==> src/rtl/irhc_pkg.sv <==
// irhc_pkg: constants for the input routing and home capture unit
// assumes: used by irhc_src_mux and irhc_top, single clock domain
package irhc_pkg;

   // ***************************************************
   // object indices and entries
   // ***************************************************
   localparam logic [15:0] OBJ_ROUTE_TABLE   = 16'h3242;
   localparam logic [15:0] OBJ_HOME_CAPTURE  = 16'h3243;

   localparam logic [7:0]  SUB_HIGHEST       = 8'h00;
   localparam logic [7:0]  SUB_ROUTE_FIRST   = 8'h01;
   localparam logic [7:0]  SUB_ROUTE_LAST    = 8'h24;
   localparam logic [7:0]  SUB_CAP_CONTROL   = 8'h01;
   localparam logic [7:0]  SUB_CAP_COUNT     = 8'h02;
   localparam logic [7:0]  SUB_CAP_POS_USER  = 8'h03;
   localparam logic [7:0]  SUB_CAP_POS_RAW   = 8'h04;

   // ***************************************************
   // sizes and reset values
   // ***************************************************
   localparam int          ROUTE_ENTRIES     = 36;
   localparam int          PHYS_INPUTS       = 16;
   localparam logic [7:0]  ROUTE_HIGHEST_VAL = 8'h24;
   localparam logic [7:0]  CAP_HIGHEST_VAL   = 8'h04;
   localparam logic [7:0]  ROUTE_SEL_RESET   = 8'h00;
   localparam logic [31:0] CAP_WORD_RESET    = 32'h0000_0000;

   // ***************************************************
   // selector codes (bit 7 inverts the base source)
   // ***************************************************
   localparam int          SEL_INV_BIT       = 7;
   localparam logic [6:0]  SEL_CONST_ZERO    = 7'h00;
   localparam logic [6:0]  SEL_PHYS_FIRST    = 7'h01;
   localparam logic [6:0]  SEL_PHYS_LAST     = 7'h10;
   localparam logic [6:0]  SEL_HALL_U        = 7'h41;
   localparam logic [6:0]  SEL_HALL_V        = 7'h42;
   localparam logic [6:0]  SEL_HALL_W        = 7'h43;
   localparam logic [6:0]  SEL_ENC_A         = 7'h44;
   localparam logic [6:0]  SEL_ENC_B         = 7'h45;
   localparam logic [6:0]  SEL_ENC_INDEX     = 7'h46;
   localparam logic [6:0]  SEL_LINK_ACTIVE   = 7'h48;

   // ***************************************************
   // capture edge control
   // ***************************************************
   typedef enum logic [1:0] {
      CAP_OFF     = 2'b00,
      CAP_RISING  = 2'b01,
      CAP_FALLING = 2'b10,
      CAP_BOTH    = 2'b11
   } irhc_cap_mode_e;

   localparam logic [31:0] CAP_CTRL_MAX      = 32'h0000_0003;

endpackage

==> src/rtl/irhc_top.sv <==
// irhc_top: input routing table and home switch position capture
// assumes: object access port driven by the fieldbus object handler,
// inputs synchronous to clk except homeSwitch, which is resynchronised
//
// Function
// RULE1: status bit k takes its source from selector entry k+1.
// RULE2: plain codes give zero, inputs 1-16, Hall, encoder, link status; 0x80 gives one.
// RULE3: codes 0x81-0x90 give inverted physical inputs 1 to 16.
// RULE4: codes 0xC1-0xC8 give inverted Hall, encoder and link status; code 0xC7 gives zero here.
// RULE5: when enabled, capture position on selected home switch level change.
// RULE6: control 0 off, 1 rising, 2 falling, 3 both edges.
// RULE7: count captured edges; writing control 1, 2 or 3 clears count.
// RULE8: each capture stores actual position in user units.
// RULE9: each capture also stores the raw sensor position.
// RULE10: master should keep capture disabled while homing runs.
// RULE11: thirty-six eight-bit selector entries, all reset to zero.
// RULE12: selectors drive the status word only while routing is enabled.
// RULE13: home switch synchronised; count and positions update on edge cycle.
`timescale 1ns/1ps
module irhc_top
   import irhc_pkg::*;
(
   input  wire logic        clk,
   input  wire logic        rst_n,
   // object access
   input  wire logic        objWrEn,
   input  wire logic        objRdEn,
   input  wire logic [15:0] objIndex,
   input  wire logic [7:0]  objSub,
   input  wire logic [31:0] objWrData,
   output logic [31:0]      objRdData,
   output logic             objRdValid,
   output logic             objRdErr,
   // signal sources
   input  wire logic [15:0] physIn,
   input  wire logic [2:0]  hall,
   input  wire logic [2:0]  enc,
   input  wire logic        linkActive,
   input  wire logic        routingEnable,
   // home capture
   input  wire logic        homeSwitch,
   input  wire logic [31:0] actualPosition,
   input  wire logic [31:0] rawPosition,
   // result
   output logic [35:0]      inputStatusWord,
   output logic             captureEvent
);

   // ***************************************************
   // object address decode
   // ***************************************************
   logic       selRoute;
   logic       selCap;
   logic       routeEntryHit;
   logic [5:0] routeIdx;
   logic       wrRouteEntry;
   logic       wrCapCtrl;
   logic       wrCapCount;
   logic       wrCapPosUser;
   logic       wrCapPosRaw;
   logic       ctrlStart;

   assign selRoute      = (objIndex == OBJ_ROUTE_TABLE);
   assign selCap        = (objIndex == OBJ_HOME_CAPTURE);
   assign routeEntryHit = selRoute && (objSub >= SUB_ROUTE_FIRST)
                          && (objSub <= SUB_ROUTE_LAST);
   assign routeIdx      = 6'(objSub - SUB_ROUTE_FIRST);                     // RULE1
   assign wrRouteEntry  = objWrEn && routeEntryHit;
   assign wrCapCtrl     = objWrEn && selCap && (objSub == SUB_CAP_CONTROL);
   assign wrCapCount    = objWrEn && selCap && (objSub == SUB_CAP_COUNT);
   assign wrCapPosUser  = objWrEn && selCap && (objSub == SUB_CAP_POS_USER);
   assign wrCapPosRaw   = objWrEn && selCap && (objSub == SUB_CAP_POS_RAW);
   assign ctrlStart     = wrCapCtrl && (objWrData != CAP_WORD_RESET)
                          && (objWrData <= CAP_CTRL_MAX);                   // RULE7

   // ***************************************************
   // routing selector table
   // ***************************************************
   logic [7:0] routeSel_q [ROUTE_ENTRIES];

   always_ff @(posedge clk) begin
      if (!rst_n) begin
         for (int i = 0; i < ROUTE_ENTRIES; i++) begin
            routeSel_q[i] <= ROUTE_SEL_RESET;                               // RULE11
         end
      end else if (wrRouteEntry) begin
         routeSel_q[routeIdx] <= objWrData[7:0];                            // RULE11
      end
   end

   // ***************************************************
   // per-bit source selection
   // ***************************************************
   logic [35:0] routedWord;
   logic [35:0] plainWord;
   logic [35:0] statusWord_d;
   logic [35:0] statusWord_q;

   for (genvar k = 0; k < ROUTE_ENTRIES; k++) begin : g_route
      irhc_src_mux u_mux (
         .sel        (routeSel_q[k]),
         .physIn     (physIn),
         .hall       (hall),
         .enc        (enc),
         .linkActive (linkActive),
         .srcBit     (routedWord[k])                                        // RULE1
      );
   end

   // without routing the physical inputs sit in the low bits directly
   assign plainWord    = {20'h0_0000, physIn};
   assign statusWord_d = routingEnable ? routedWord : plainWord;            // RULE12

   always_ff @(posedge clk) begin
      if (!rst_n) begin
         statusWord_q <= 36'h0_0000_0000;
      end else begin
         statusWord_q <= statusWord_d;
      end
   end

   assign inputStatusWord = statusWord_q;

   // ***************************************************
   // home switch synchroniser and edge detect
   // ***************************************************
   logic homeMeta_q;
   logic homeSync_q;
   logic homePrev_q;
   logic riseSeen;
   logic fallSeen;

   always_ff @(posedge clk) begin
      if (!rst_n) begin
         homeMeta_q <= 1'b0;
         homeSync_q <= 1'b0;
         homePrev_q <= 1'b0;
      end else begin
         homeMeta_q <= homeSwitch;                                          // RULE13
         homeSync_q <= homeMeta_q;                                          // RULE13
         homePrev_q <= homeSync_q;
      end
   end

   assign riseSeen = homeSync_q && !homePrev_q;
   assign fallSeen = !homeSync_q && homePrev_q;

   // ***************************************************
   // capture control
   // ***************************************************
   irhc_cap_mode_e capMode_q;
   logic [31:0]    capCtrl_q;
   logic           capHit;

   always_ff @(posedge clk) begin
      if (!rst_n) begin
         capCtrl_q <= CAP_WORD_RESET;
      end else if (wrCapCtrl) begin
         capCtrl_q <= objWrData;
      end
   end

   // out-of-range control values leave capture disabled
   assign capMode_q = (capCtrl_q <= CAP_CTRL_MAX) ? irhc_cap_mode_e'(capCtrl_q[1:0])
                                                 : CAP_OFF;

   always_comb begin
      unique case (capMode_q)
         CAP_OFF:     capHit = 1'b0;                                        // RULE6
         CAP_RISING:  capHit = riseSeen;                                    // RULE6
         CAP_FALLING: capHit = fallSeen;                                    // RULE6
         CAP_BOTH:    capHit = riseSeen || fallSeen;                        // RULE6
      endcase
   end

   // the master is expected not to enable this during homing            RULE10

   // ***************************************************
   // capture count and positions
   // ***************************************************
   logic [31:0] capCount_d;
   logic [31:0] capCount_q;
   logic [31:0] capPosUser_q;
   logic [31:0] capPosRaw_q;
   logic [31:0] countBase;
   logic        capEvent_q;

   // a capture in the clearing cycle still counts, on top of zero
   assign countBase  = ctrlStart ? CAP_WORD_RESET
                     : (wrCapCount ? objWrData : capCount_q);               // RULE7
   assign capCount_d = capHit ? countBase + 32'h0000_0001 : countBase;      // RULE7

   always_ff @(posedge clk) begin
      if (!rst_n) begin
         capCount_q <= CAP_WORD_RESET;
      end else begin
         capCount_q <= capCount_d;                                          // RULE13
      end
   end

   always_ff @(posedge clk) begin
      if (!rst_n) begin
         capPosUser_q <= CAP_WORD_RESET;
      end else if (capHit) begin
         capPosUser_q <= actualPosition;                                    // RULE5 RULE8
      end else if (wrCapPosUser) begin
         capPosUser_q <= objWrData;
      end
   end

   always_ff @(posedge clk) begin
      if (!rst_n) begin
         capPosRaw_q <= CAP_WORD_RESET;
      end else if (capHit) begin
         capPosRaw_q <= rawPosition;                                        // RULE5 RULE9
      end else if (wrCapPosRaw) begin
         capPosRaw_q <= objWrData;
      end
   end

   always_ff @(posedge clk) begin
      if (!rst_n) begin
         capEvent_q <= 1'b0;
      end else begin
         capEvent_q <= capHit;
      end
   end

   assign captureEvent = capEvent_q;

   // ***************************************************
   // object read path
   // ***************************************************
   logic [31:0] rdData_d;
   logic        rdHit_d;
   logic [31:0] rdData_q;
   logic        rdValid_q;
   logic        rdErr_q;

   always_comb begin
      rdData_d = 32'h0000_0000;
      rdHit_d  = 1'b1;
      if (selRoute && objSub == SUB_HIGHEST) begin
         rdData_d = {24'h00_0000, ROUTE_HIGHEST_VAL};
      end else if (routeEntryHit) begin
         rdData_d = {24'h00_0000, routeSel_q[routeIdx]};
      end else if (selCap && objSub == SUB_HIGHEST) begin
         rdData_d = {24'h00_0000, CAP_HIGHEST_VAL};
      end else if (selCap && objSub == SUB_CAP_CONTROL) begin
         rdData_d = capCtrl_q;
      end else if (selCap && objSub == SUB_CAP_COUNT) begin
         rdData_d = capCount_q;
      end else if (selCap && objSub == SUB_CAP_POS_USER) begin
         rdData_d = capPosUser_q;
      end else if (selCap && objSub == SUB_CAP_POS_RAW) begin
         rdData_d = capPosRaw_q;
      end else begin
         rdHit_d = 1'b0;
      end
   end

   always_ff @(posedge clk) begin
      if (!rst_n) begin
         rdData_q  <= 32'h0000_0000;
         rdValid_q <= 1'b0;
         rdErr_q   <= 1'b0;
      end else begin
         rdValid_q <= objRdEn;
         rdErr_q   <= objRdEn && !rdHit_d;
         if (objRdEn) begin
            rdData_q <= rdData_d;
         end
      end
   end

   assign objRdData  = rdData_q;
   assign objRdValid = rdValid_q;
   assign objRdErr   = rdErr_q;

endmodule

==> src/rtl/irhc_src_mux.sv <==
// irhc_src_mux: picks one source bit for one bit of the input status word
// assumes: all sources are synchronous to the parent clock
`timescale 1ns/1ps
module irhc_src_mux
   import irhc_pkg::*;
(
   input  wire logic [7:0]  sel,
   input  wire logic [15:0] physIn,
   input  wire logic [2:0]  hall,
   input  wire logic [2:0]  enc,
   input  wire logic        linkActive,
   output logic             srcBit
);

   // ***************************************************
   // base source decode
   // ***************************************************
   logic [6:0] baseCode;
   logic       invert;
   logic       baseBit;
   logic       baseValid;
   logic [3:0] physIdx;

   assign baseCode = sel[6:0];
   assign invert   = sel[SEL_INV_BIT];
   assign physIdx  = 4'(baseCode - SEL_PHYS_FIRST);

   always_comb begin
      baseValid = 1'b1;
      baseBit   = 1'b0;
      if (baseCode == SEL_CONST_ZERO) begin                                 // RULE2
         baseBit = 1'b0;
      end else if (baseCode >= SEL_PHYS_FIRST && baseCode <= SEL_PHYS_LAST) begin
         baseBit = physIn[physIdx];                                         // RULE2
      end else if (baseCode == SEL_HALL_U) begin
         baseBit = hall[0];
      end else if (baseCode == SEL_HALL_V) begin
         baseBit = hall[1];
      end else if (baseCode == SEL_HALL_W) begin
         baseBit = hall[2];
      end else if (baseCode == SEL_ENC_A) begin
         baseBit = enc[0];
      end else if (baseCode == SEL_ENC_B) begin
         baseBit = enc[1];
      end else if (baseCode == SEL_ENC_INDEX) begin
         baseBit = enc[2];
      end else if (baseCode == SEL_LINK_ACTIVE) begin
         baseBit = linkActive;
      end else begin
         baseValid = 1'b0;
      end
   end

   // ***************************************************
   // inversion; 0x80 is inverted zero, i.e. constant one
   // ***************************************************
   assign srcBit = baseValid & (baseBit ^ invert);                          // RULE3 RULE4

endmodule

==> config.mk <==
export PLATFORM = sky130hd
export DESIGN_NAME = irhc_top
export DESIGN_NICKNAME = d
export VERILOG_FILES = /design/src/rtl/irhc_pkg.sv /design/src/rtl/irhc_top.sv /design/src/rtl/irhc_src_mux.sv
export SDC_FILE = /design/constraint.sdc
export NUM_CORES = 2
export LEC_CHECK = 0
export BUFFER_PORTS_ARGS = -buffer_cell sky130_fd_sc_hd__buf_2
export CAP_MARGIN = 20
export CORE_UTILIZATION = 50
export CTS_CLUSTER_DIAMETER = 120
export DETAILED_ROUTE_END_ITERATION = 8
export GPL_TIMING_DRIVEN = 0
export HOLD_SLACK_MARGIN = 0.08
export PLACE_DENSITY = 0.69
export SETUP_SLACK_MARGIN = 0.02
export SYNTH_ARGS = -nofsm -noshare
export SYNTH_HDL_FRONTEND = slang
export SYNTH_HIERARCHICAL = 1
export SYNTH_SLANG_ARGS = --single-unit
==> constraint.sdc <==
create_clock -name clk -period 4.9 [get_ports clk]
set_input_delay 0.98 -clock clk [delete_from_list [all_inputs] [get_ports clk]]
set_output_delay 0.98 -clock clk [all_outputs]
set_load 0.02 [all_outputs]
======== After elaboration in Yosys (flattened, before gate mapping) ========
Memories as Yosys holds them, arrays and structs flattened.
Cells that the tools add are included.
storage, ports and cells
  output and inout bits ................... 71
  flip-flop bits (word level) ............. 202
  logic and storage cells ................. 1,350
  RAM bits ................................ 288
  bits of input ports ..................... 149
  memories ................................ 1
cells by class
  order comparisons ....................... 112
  add/subtract/negate cells ............... 38
  equal/unequal tests ..................... 261
  bitwise logic cells ..................... 72
  muxes and demuxes ....................... 751
  reduce and logical (&&, ||, !) cells .... 102
memories
  name        depth  bits a word  rd ports  clocked after memory_dff  wr ports  RTL line        source
  routeSel_q  36     8            37        0                         36        irhc_top.sv:79  logic [7:0] routeSel_q [ROUTE_ENTRIES];
operator list
  kind                                                        count
  == test 7 bit, second input constant                        252
  2-to-1 mux 1 bit                                            696
  2-to-1 mux 32 bit                                           14
  >= comparator 7 x 1 -> 1 bit, second input constant         36
  <= comparator 7 x 5 -> 1 bit, second input constant         36
  zero test 7 bit                                             36
  less-than comparator 4 x 5 -> 1 bit, second input constant  36
  binary-select mux 1 bit (select 4 bit)                      36
  subtractor 4 x 1 -> 4 bit, second input constant            36
  <= comparator 32 x 2 -> 1 bit, second input constant        2
  logical AND 1 bit                                           55
  bitwise AND 1 bit                                           36
  XOR 1 bit                                                   36
  adder 32 x 1 -> 32 bit, second input constant               1
  == test 16 x 14 -> 1 bit, second input constant             2
  nonzero test 32 bit                                         1
  == test 8 x 2 -> 1 bit, second input constant               2
  2-to-1 mux 16 bit                                           1
  == test 8 x 1 -> 1 bit, second input constant               1
  == test 8 x 3 -> 1 bit, second input constant               1
  >= comparator 8 x 1 -> 1 bit, second input constant         1
  <= comparator 8 x 6 -> 1 bit, second input constant         1
  zero test 8 bit                                             1
  2-to-1 mux 8 bit                                            1
  12 further kinds                                            16

======== Longest topological paths before layout ========
An unclocked memory read counts as a cell.
  depth in word-level cells ............... 14
  mapped depth ............................ 18
  mapped depth without buffers ............ 12

======== By module ========
The synthesis kept the hierarchy.
modules (own cells, without submodules)
  module                               area each (um^2)  sequential area each (um^2)  cells each  times used
  irhc_top                             32,327.3          19,418.6                     2,747       1
  irhc_src_mux (g_route[0].u_mux ...)  519.2             0.0                          61          35
  irhc_src_mux (g_route[31].u_mux)     449.2             0.0                          48          1

======== Worst setup path before layout ========
Ideal clock, no wire load.
  path kind ............................... input to register
  from .................................... input port objSub[0]
  to ...................................... register capCount_q[14]
  cell stages on the path ................. 18
  arrival time ............................ 4,667 ps
  setup time .............................. 59 ps
  data required time ...................... 4,841 ps
  path buffers ............................ 6
  path slack .............................. 174 ps
  cells stage by stage .................... buf_2 > buf_4 > inv_1 > ha_1 > nand3_1 > or3_1 > clkbuf_1 > buf_2 > buf_2 > buf_2 > nand2_1 > a21oi_1 > ha_1 > nand2_1 > or3b_1 > a211o_1 > or4_1 > nand2_1
between the ends
  cells in the longest elaborated chain, start to end .. 7
  elaborated cells on any way between the ends .. 10
  those cells by class .................... 1 x add/sub; 2 x eq/ne; 3 x mux; 4 x reduce/logical
RTL lines
  item                    RTL line         source
  start: declaration      irhc_top.sv:29   input wire logic [7:0] objSub,
  == test 8 x 1 -> 1 bit  irhc_top.sv:69   assign wrCapCtrl = objWrEn && selCap && (objSub == SUB_CAP_CONTROL);
  logical AND 1 bit       irhc_top.sv:69
  logical AND 1 bit       irhc_top.sv:73   assign ctrlStart = wrCapCtrl && (objWrData != CAP_WORD_RESET)
  logical AND 1 bit       irhc_top.sv:74   && (objWrData <= CAP_CTRL_MAX);
  2-to-1 mux 32 bit (*)   irhc_top.sv:189  assign countBase = ctrlStart ? CAP_WORD_RESET
  adder 32 x 1 -> 32 bit  irhc_top.sv:191  assign capCount_d = capHit ? countBase + 32'h0000_0001 : countBase;
  2-to-1 mux 32 bit (*)   irhc_top.sv:191
  end signal: assignment  irhc_top.sv:197  capCount_q <= capCount_d;
  end: declaration        irhc_top.sv:182  logic [31:0] capCount_q;
Every way passes the cells marked *; elsewhere a longest branch is shown, timed or not.
A chain may end at the register's enable or synchronous reset.

======== Worst setup path in the final report ========
  from .................................... input port objSub[0]
  to ...................................... register rdData_q[3] (netlist: objRdData[3])
between the ends
  cells in the longest elaborated chain, start to end .. 9
  elaborated cells on any way between the ends .. 24
  those cells by class .................... 1 x add/sub; 2 x order compare; 4 x eq/ne; 7 x mux; 9 x reduce/logical; 1 x memory
RTL lines
  item                                                                         RTL line         source
  parallel branches: the longest is 8 deep, another holds memory (36 x 8 bit)  --
  2-to-1 mux 32 bit (*)                                                        irhc_top.sv:243  if (selRoute && objSub == SUB_HIGHEST) begin
  end signal: assignment                                                       irhc_top.sv:271  rdData_q <= rdData_d;
  end: declaration                                                             irhc_top.sv:236  logic [31:0] rdData_q;
Every way passes the cells marked *.

==> flow_summary_export.csv <==
group,metric,value,unit
cts,clkSlewWorstSetupHoldPaths,60,ps
timing,worst_pin_slew,1210,ps
logic_synthesis,synthSimpleGateAreaFrac,0.198,
min_path,hold_path_class,"flop to flop",
cts,cts-buffers-inserted,81,
cts,cts-htree-levels,3,
place,place_inst,6654,
place,gp_congestion,0.998,
place,place_area,54700,um2
cts,clock_sink_count,714,
die,start_util,0.507,
finish,final_cell_mix,"edfxtp_1, nand2_1, nor2_1",
finish,nFillCells,8563,
logic_synthesis,synth_top_family_by_area,"simple AND/OR/NAND/NOR gates",
cts,cts_tree,"done",
logic_synthesis,synthXorXnorAreaFrac,0.0163,
cts,cts_max_path_buffers,3,
worst_setup_path,end_kind,"flop",
timing,skew,28.8,ps
finish,final_area,57900,um2
logic_synthesis,synthAdderAreaFrac,0.0373,
timing,fin_ws,-65.2,ps
routing,ant_nets,0,
timing,rsz0062_at_grt,"yes",
power_and_ir_drop,p_leak,22.8,nW
logic_synthesis,syn_inst,4930,
worst_setup_path,r2r_slack,1490,ps
logic_synthesis,ys_seq_elements,714,
place,hpwl,137,mm
die,die_x,321,um
logic_synthesis,avgSynthCellArea,10.3,um2
power_and_ir_drop,clkPwrFrac,0.391,
worst_setup_path,worst_ep_required_time,5510,ps
logic_synthesis,synth_area,51000,um2
worst_setup_path,r2r-start,"routeSel_q[15][0]",
min_path,worstHoldStart,"objRdData[17]",
finish,syn2layout_area_growth,13.6,%
power_and_ir_drop,p_total,16.2,mW
grt,gr-usage-all-layers,0.371,
logic_synthesis,synth_seq_area_share,0.381,
grt,grt-ovfl-total,0,
timing,slew_headroom,0.195,
run_status,status,"complete, but fails checks",
routing,vias,46372,
finish,fin_nets,5698,
power_and_ir_drop,netSwitchingFraction,0.292,
routing,route.detailed.drc,0,
grt,grt_start_max_net_pins,45,
finish,layout_commonest_cell,"edfxtp_1",
routing,wire_per_inst,28.7,um
logic_synthesis,ys_async_sr_fraction,0,
worst_setup_path,reg2reg_depth,10,
die,core,101000,um2
power_and_ir_drop,p_comb_frac,0.178,
grt,grt_pass1_wl,282,mm
timing,timing.final.crit_share,1.01,
die,die_h,321,um
routing,avgViaCountPerCell,6.79,
routing,firstDrtPassIters,8,
cts,cts_root_buffer,"clkbuf_16",
min_path,whs_endpoint,"objRdData[17]",
finish,layout.cells.non_filler,6833,
power_and_ir_drop,switching_power,4.73,mW
run_status,violations,"setup timing",
worst_setup_path,r2r_end,"inputStatusWord[15]",
timing,slew_violations,0,
place,portBuffers,207,
grt,grt_pass1_vias,42776,
timing,setup_viol,1,
min_path,hold_depth,2,
timing,tns,-65.2,ps
die,die-area,103000,um2
worst_setup_path,crit_path_start_kind,"input pin",
logic_synthesis,yosys_warnings,6,
logic_synthesis,synthMuxAreaShare,0.139,
worst_setup_path,cp.arrival,5570,ps
timing,min_period,4970,ps
power_and_ir_drop,internal_power,11.4,mW
worst_setup_path,critical_path_class,"input pin to flop",
finish,fin_util,0.575,
routing,routed_wirelength,196,mm
power_and_ir_drop,pwr-share-seq,0.431,
worst_setup_path,crit_fanout,10,
logic_synthesis,synth-compound-area-share,0.163,
job,drv_cap,0,
power_and_ir_drop,p_per_area,280,nW/um2
grt,antenna_found_initial,14,
timing,fmax,201,MHz
power_and_ir_drop,ir_worst_vdd,0.000354,V
finish,drive_above_1_share,0.157,
logic_synthesis,synth_edf_count,512,
logic_synthesis,synth_cell_type_count,95,
cts,clock_latency,680,ps
logic_synthesis,synthFlopType,"edfxtp_1",
die,num_rows,116,
routing,drtIter0Drc,6680,
cts,postCtsHoldBufs,0,
die,pin_count,220,
timing,finalHoldViolCount,0,
worst max-delay path, cell delays in order:
cell	delay (ps)
buf_2	180
buf_6	240
buf_6	240
clkinvlp_4	160
buf_4	170
ha_1	250
xor2_1	190
buf_4	320
buf_4	350
buf_4	410
nand2_1	130
a32oi_1	350
a31oi_1	190
nor4_1	600
o221ai_1	340
o2bb2a_1	360
o21ai_0	70
cell type report:
class	instances	area, um2	share of cell area
sequential	714	19400	0.336
clock buffer	106	2190	0.0379
tap	1357	1700	0.0293
antenna	16	40.0	0.000692
buffer	359	2450	0.0423
multi-input combinational	3724	28800	0.499
inverter	258	972	0.0168
timing repair buffer	259	1740	0.0300
clock inverter	40	505	0.00874
cell families after synthesis:
kind of cell	Yosys count
AND/OR/NAND/NOR	1806
AO/OA/AOI/OAI	1164
flip-flops	714
buffers and inverters	619
multiplexers	379
adder cells (fa/ha/maj)	152
XOR/XNOR	95
other	1
state kept, by name, summed over array words and instances (netlist names):
name and cells:
capCount_q 32, capCtrl_q 32, capPosRaw_q 32, capPosUser_q 32, captureEvent 1, homeMeta_q 1
homePrev_q 1, homeSync_q 1, inputStatusWord 36, objRdData 32, objRdErr 1, objRdValid 1
routeSel_q 512
per-stage QoR:
stage / hold WS [ps] / setup slack, ps
after floorplan: 412 / 174
after global placement: 439 / -3360
after detailed placement: 439 / -2930
after CTS: 458 / 20.0
after global routing: 494 / -6.95
final: 455 / -65.2
worst max path at each step:
| stage | from | to | slack, ps | cells past startpoint |
|---|---|---|---|---|
| floorplan | objSub[0] | capCount_q[14] | 170 | 18 |
| global placement | objSub[0] | routeSel_q[61][7] | -3360 | 12 |
| detailed placement | objSub[0] | routeSel_q[9][1] | -2930 | 13 |
| CTS | objSub[0] | capCount_q[14] | 20 | 19 |
| global route | objSub[0] | objRdData[0] | -7 | 15 |
| finish | objSub[0] | objRdData[3] | -70 | 17 |
power groups by stage:
stage	Sequential [mW]	Clock [mW]	Combinational [mW]
floorplan	6.97	0	1.69
global placement	7.08	0	2.64
detailed placement	7.09	0	2.73
CTS	6.96	6.31	2.76
global route	6.98	6.54	3.00
finish	6.97	6.32	2.88
Yosys cell counts, drive strengths merged, types with 37 or more instances:
cell type / count / area (um2)
nor2: 328 / 1230
mux4: 215 / 5380
nor4: 104 / 678
ha: 152 / 1900
a211o: 74 / 648
o211ai: 41 / 308
nor3: 85 / 435
nand3b: 77 / 578
mux2i: 140 / 1410
buf: 212 / 1810
nand3: 172 / 866
o31a: 38 / 377
and2: 302 / 1890
edfxtp: 512 / 15400
a21oi: 234 / 1170
nand2: 404 / 1520
dfxtp: 202 / 4040
a2111oi: 73 / 658
nor2b: 41 / 257
or4: 43 / 327
a211oi: 107 / 803
clkbuf: 149 / 561
nor3b: 75 / 743
o21ai: 225 / 1130
xor2: 82 / 718
and3b: 37 / 324
o31ai: 75 / 568
inv: 258 / 968
repair_timing:
action | in CTS | in global routing
setup buffers | 10 | 0
pin swaps | 1 | 0
resized for setup | 111 | 7
endpoints found under the setup margin | 649 | 27
cloned | 0 | 0
metal layers:
| layer | up-vias | track usage | routed length [um] |
|---|---|---|---|
| li1 | 19836 | - | - |
| met1 | 22484 | 0.475 | 71500 |
| met2 | 3303 | 0.564 | 84900 |
| met3 | 743 | 0.109 | 26800 |
| met4 | 6 | 0.201 | 12600 |
| met5 | - | 0 | 40 |
(Power assumes the default switching activity.)
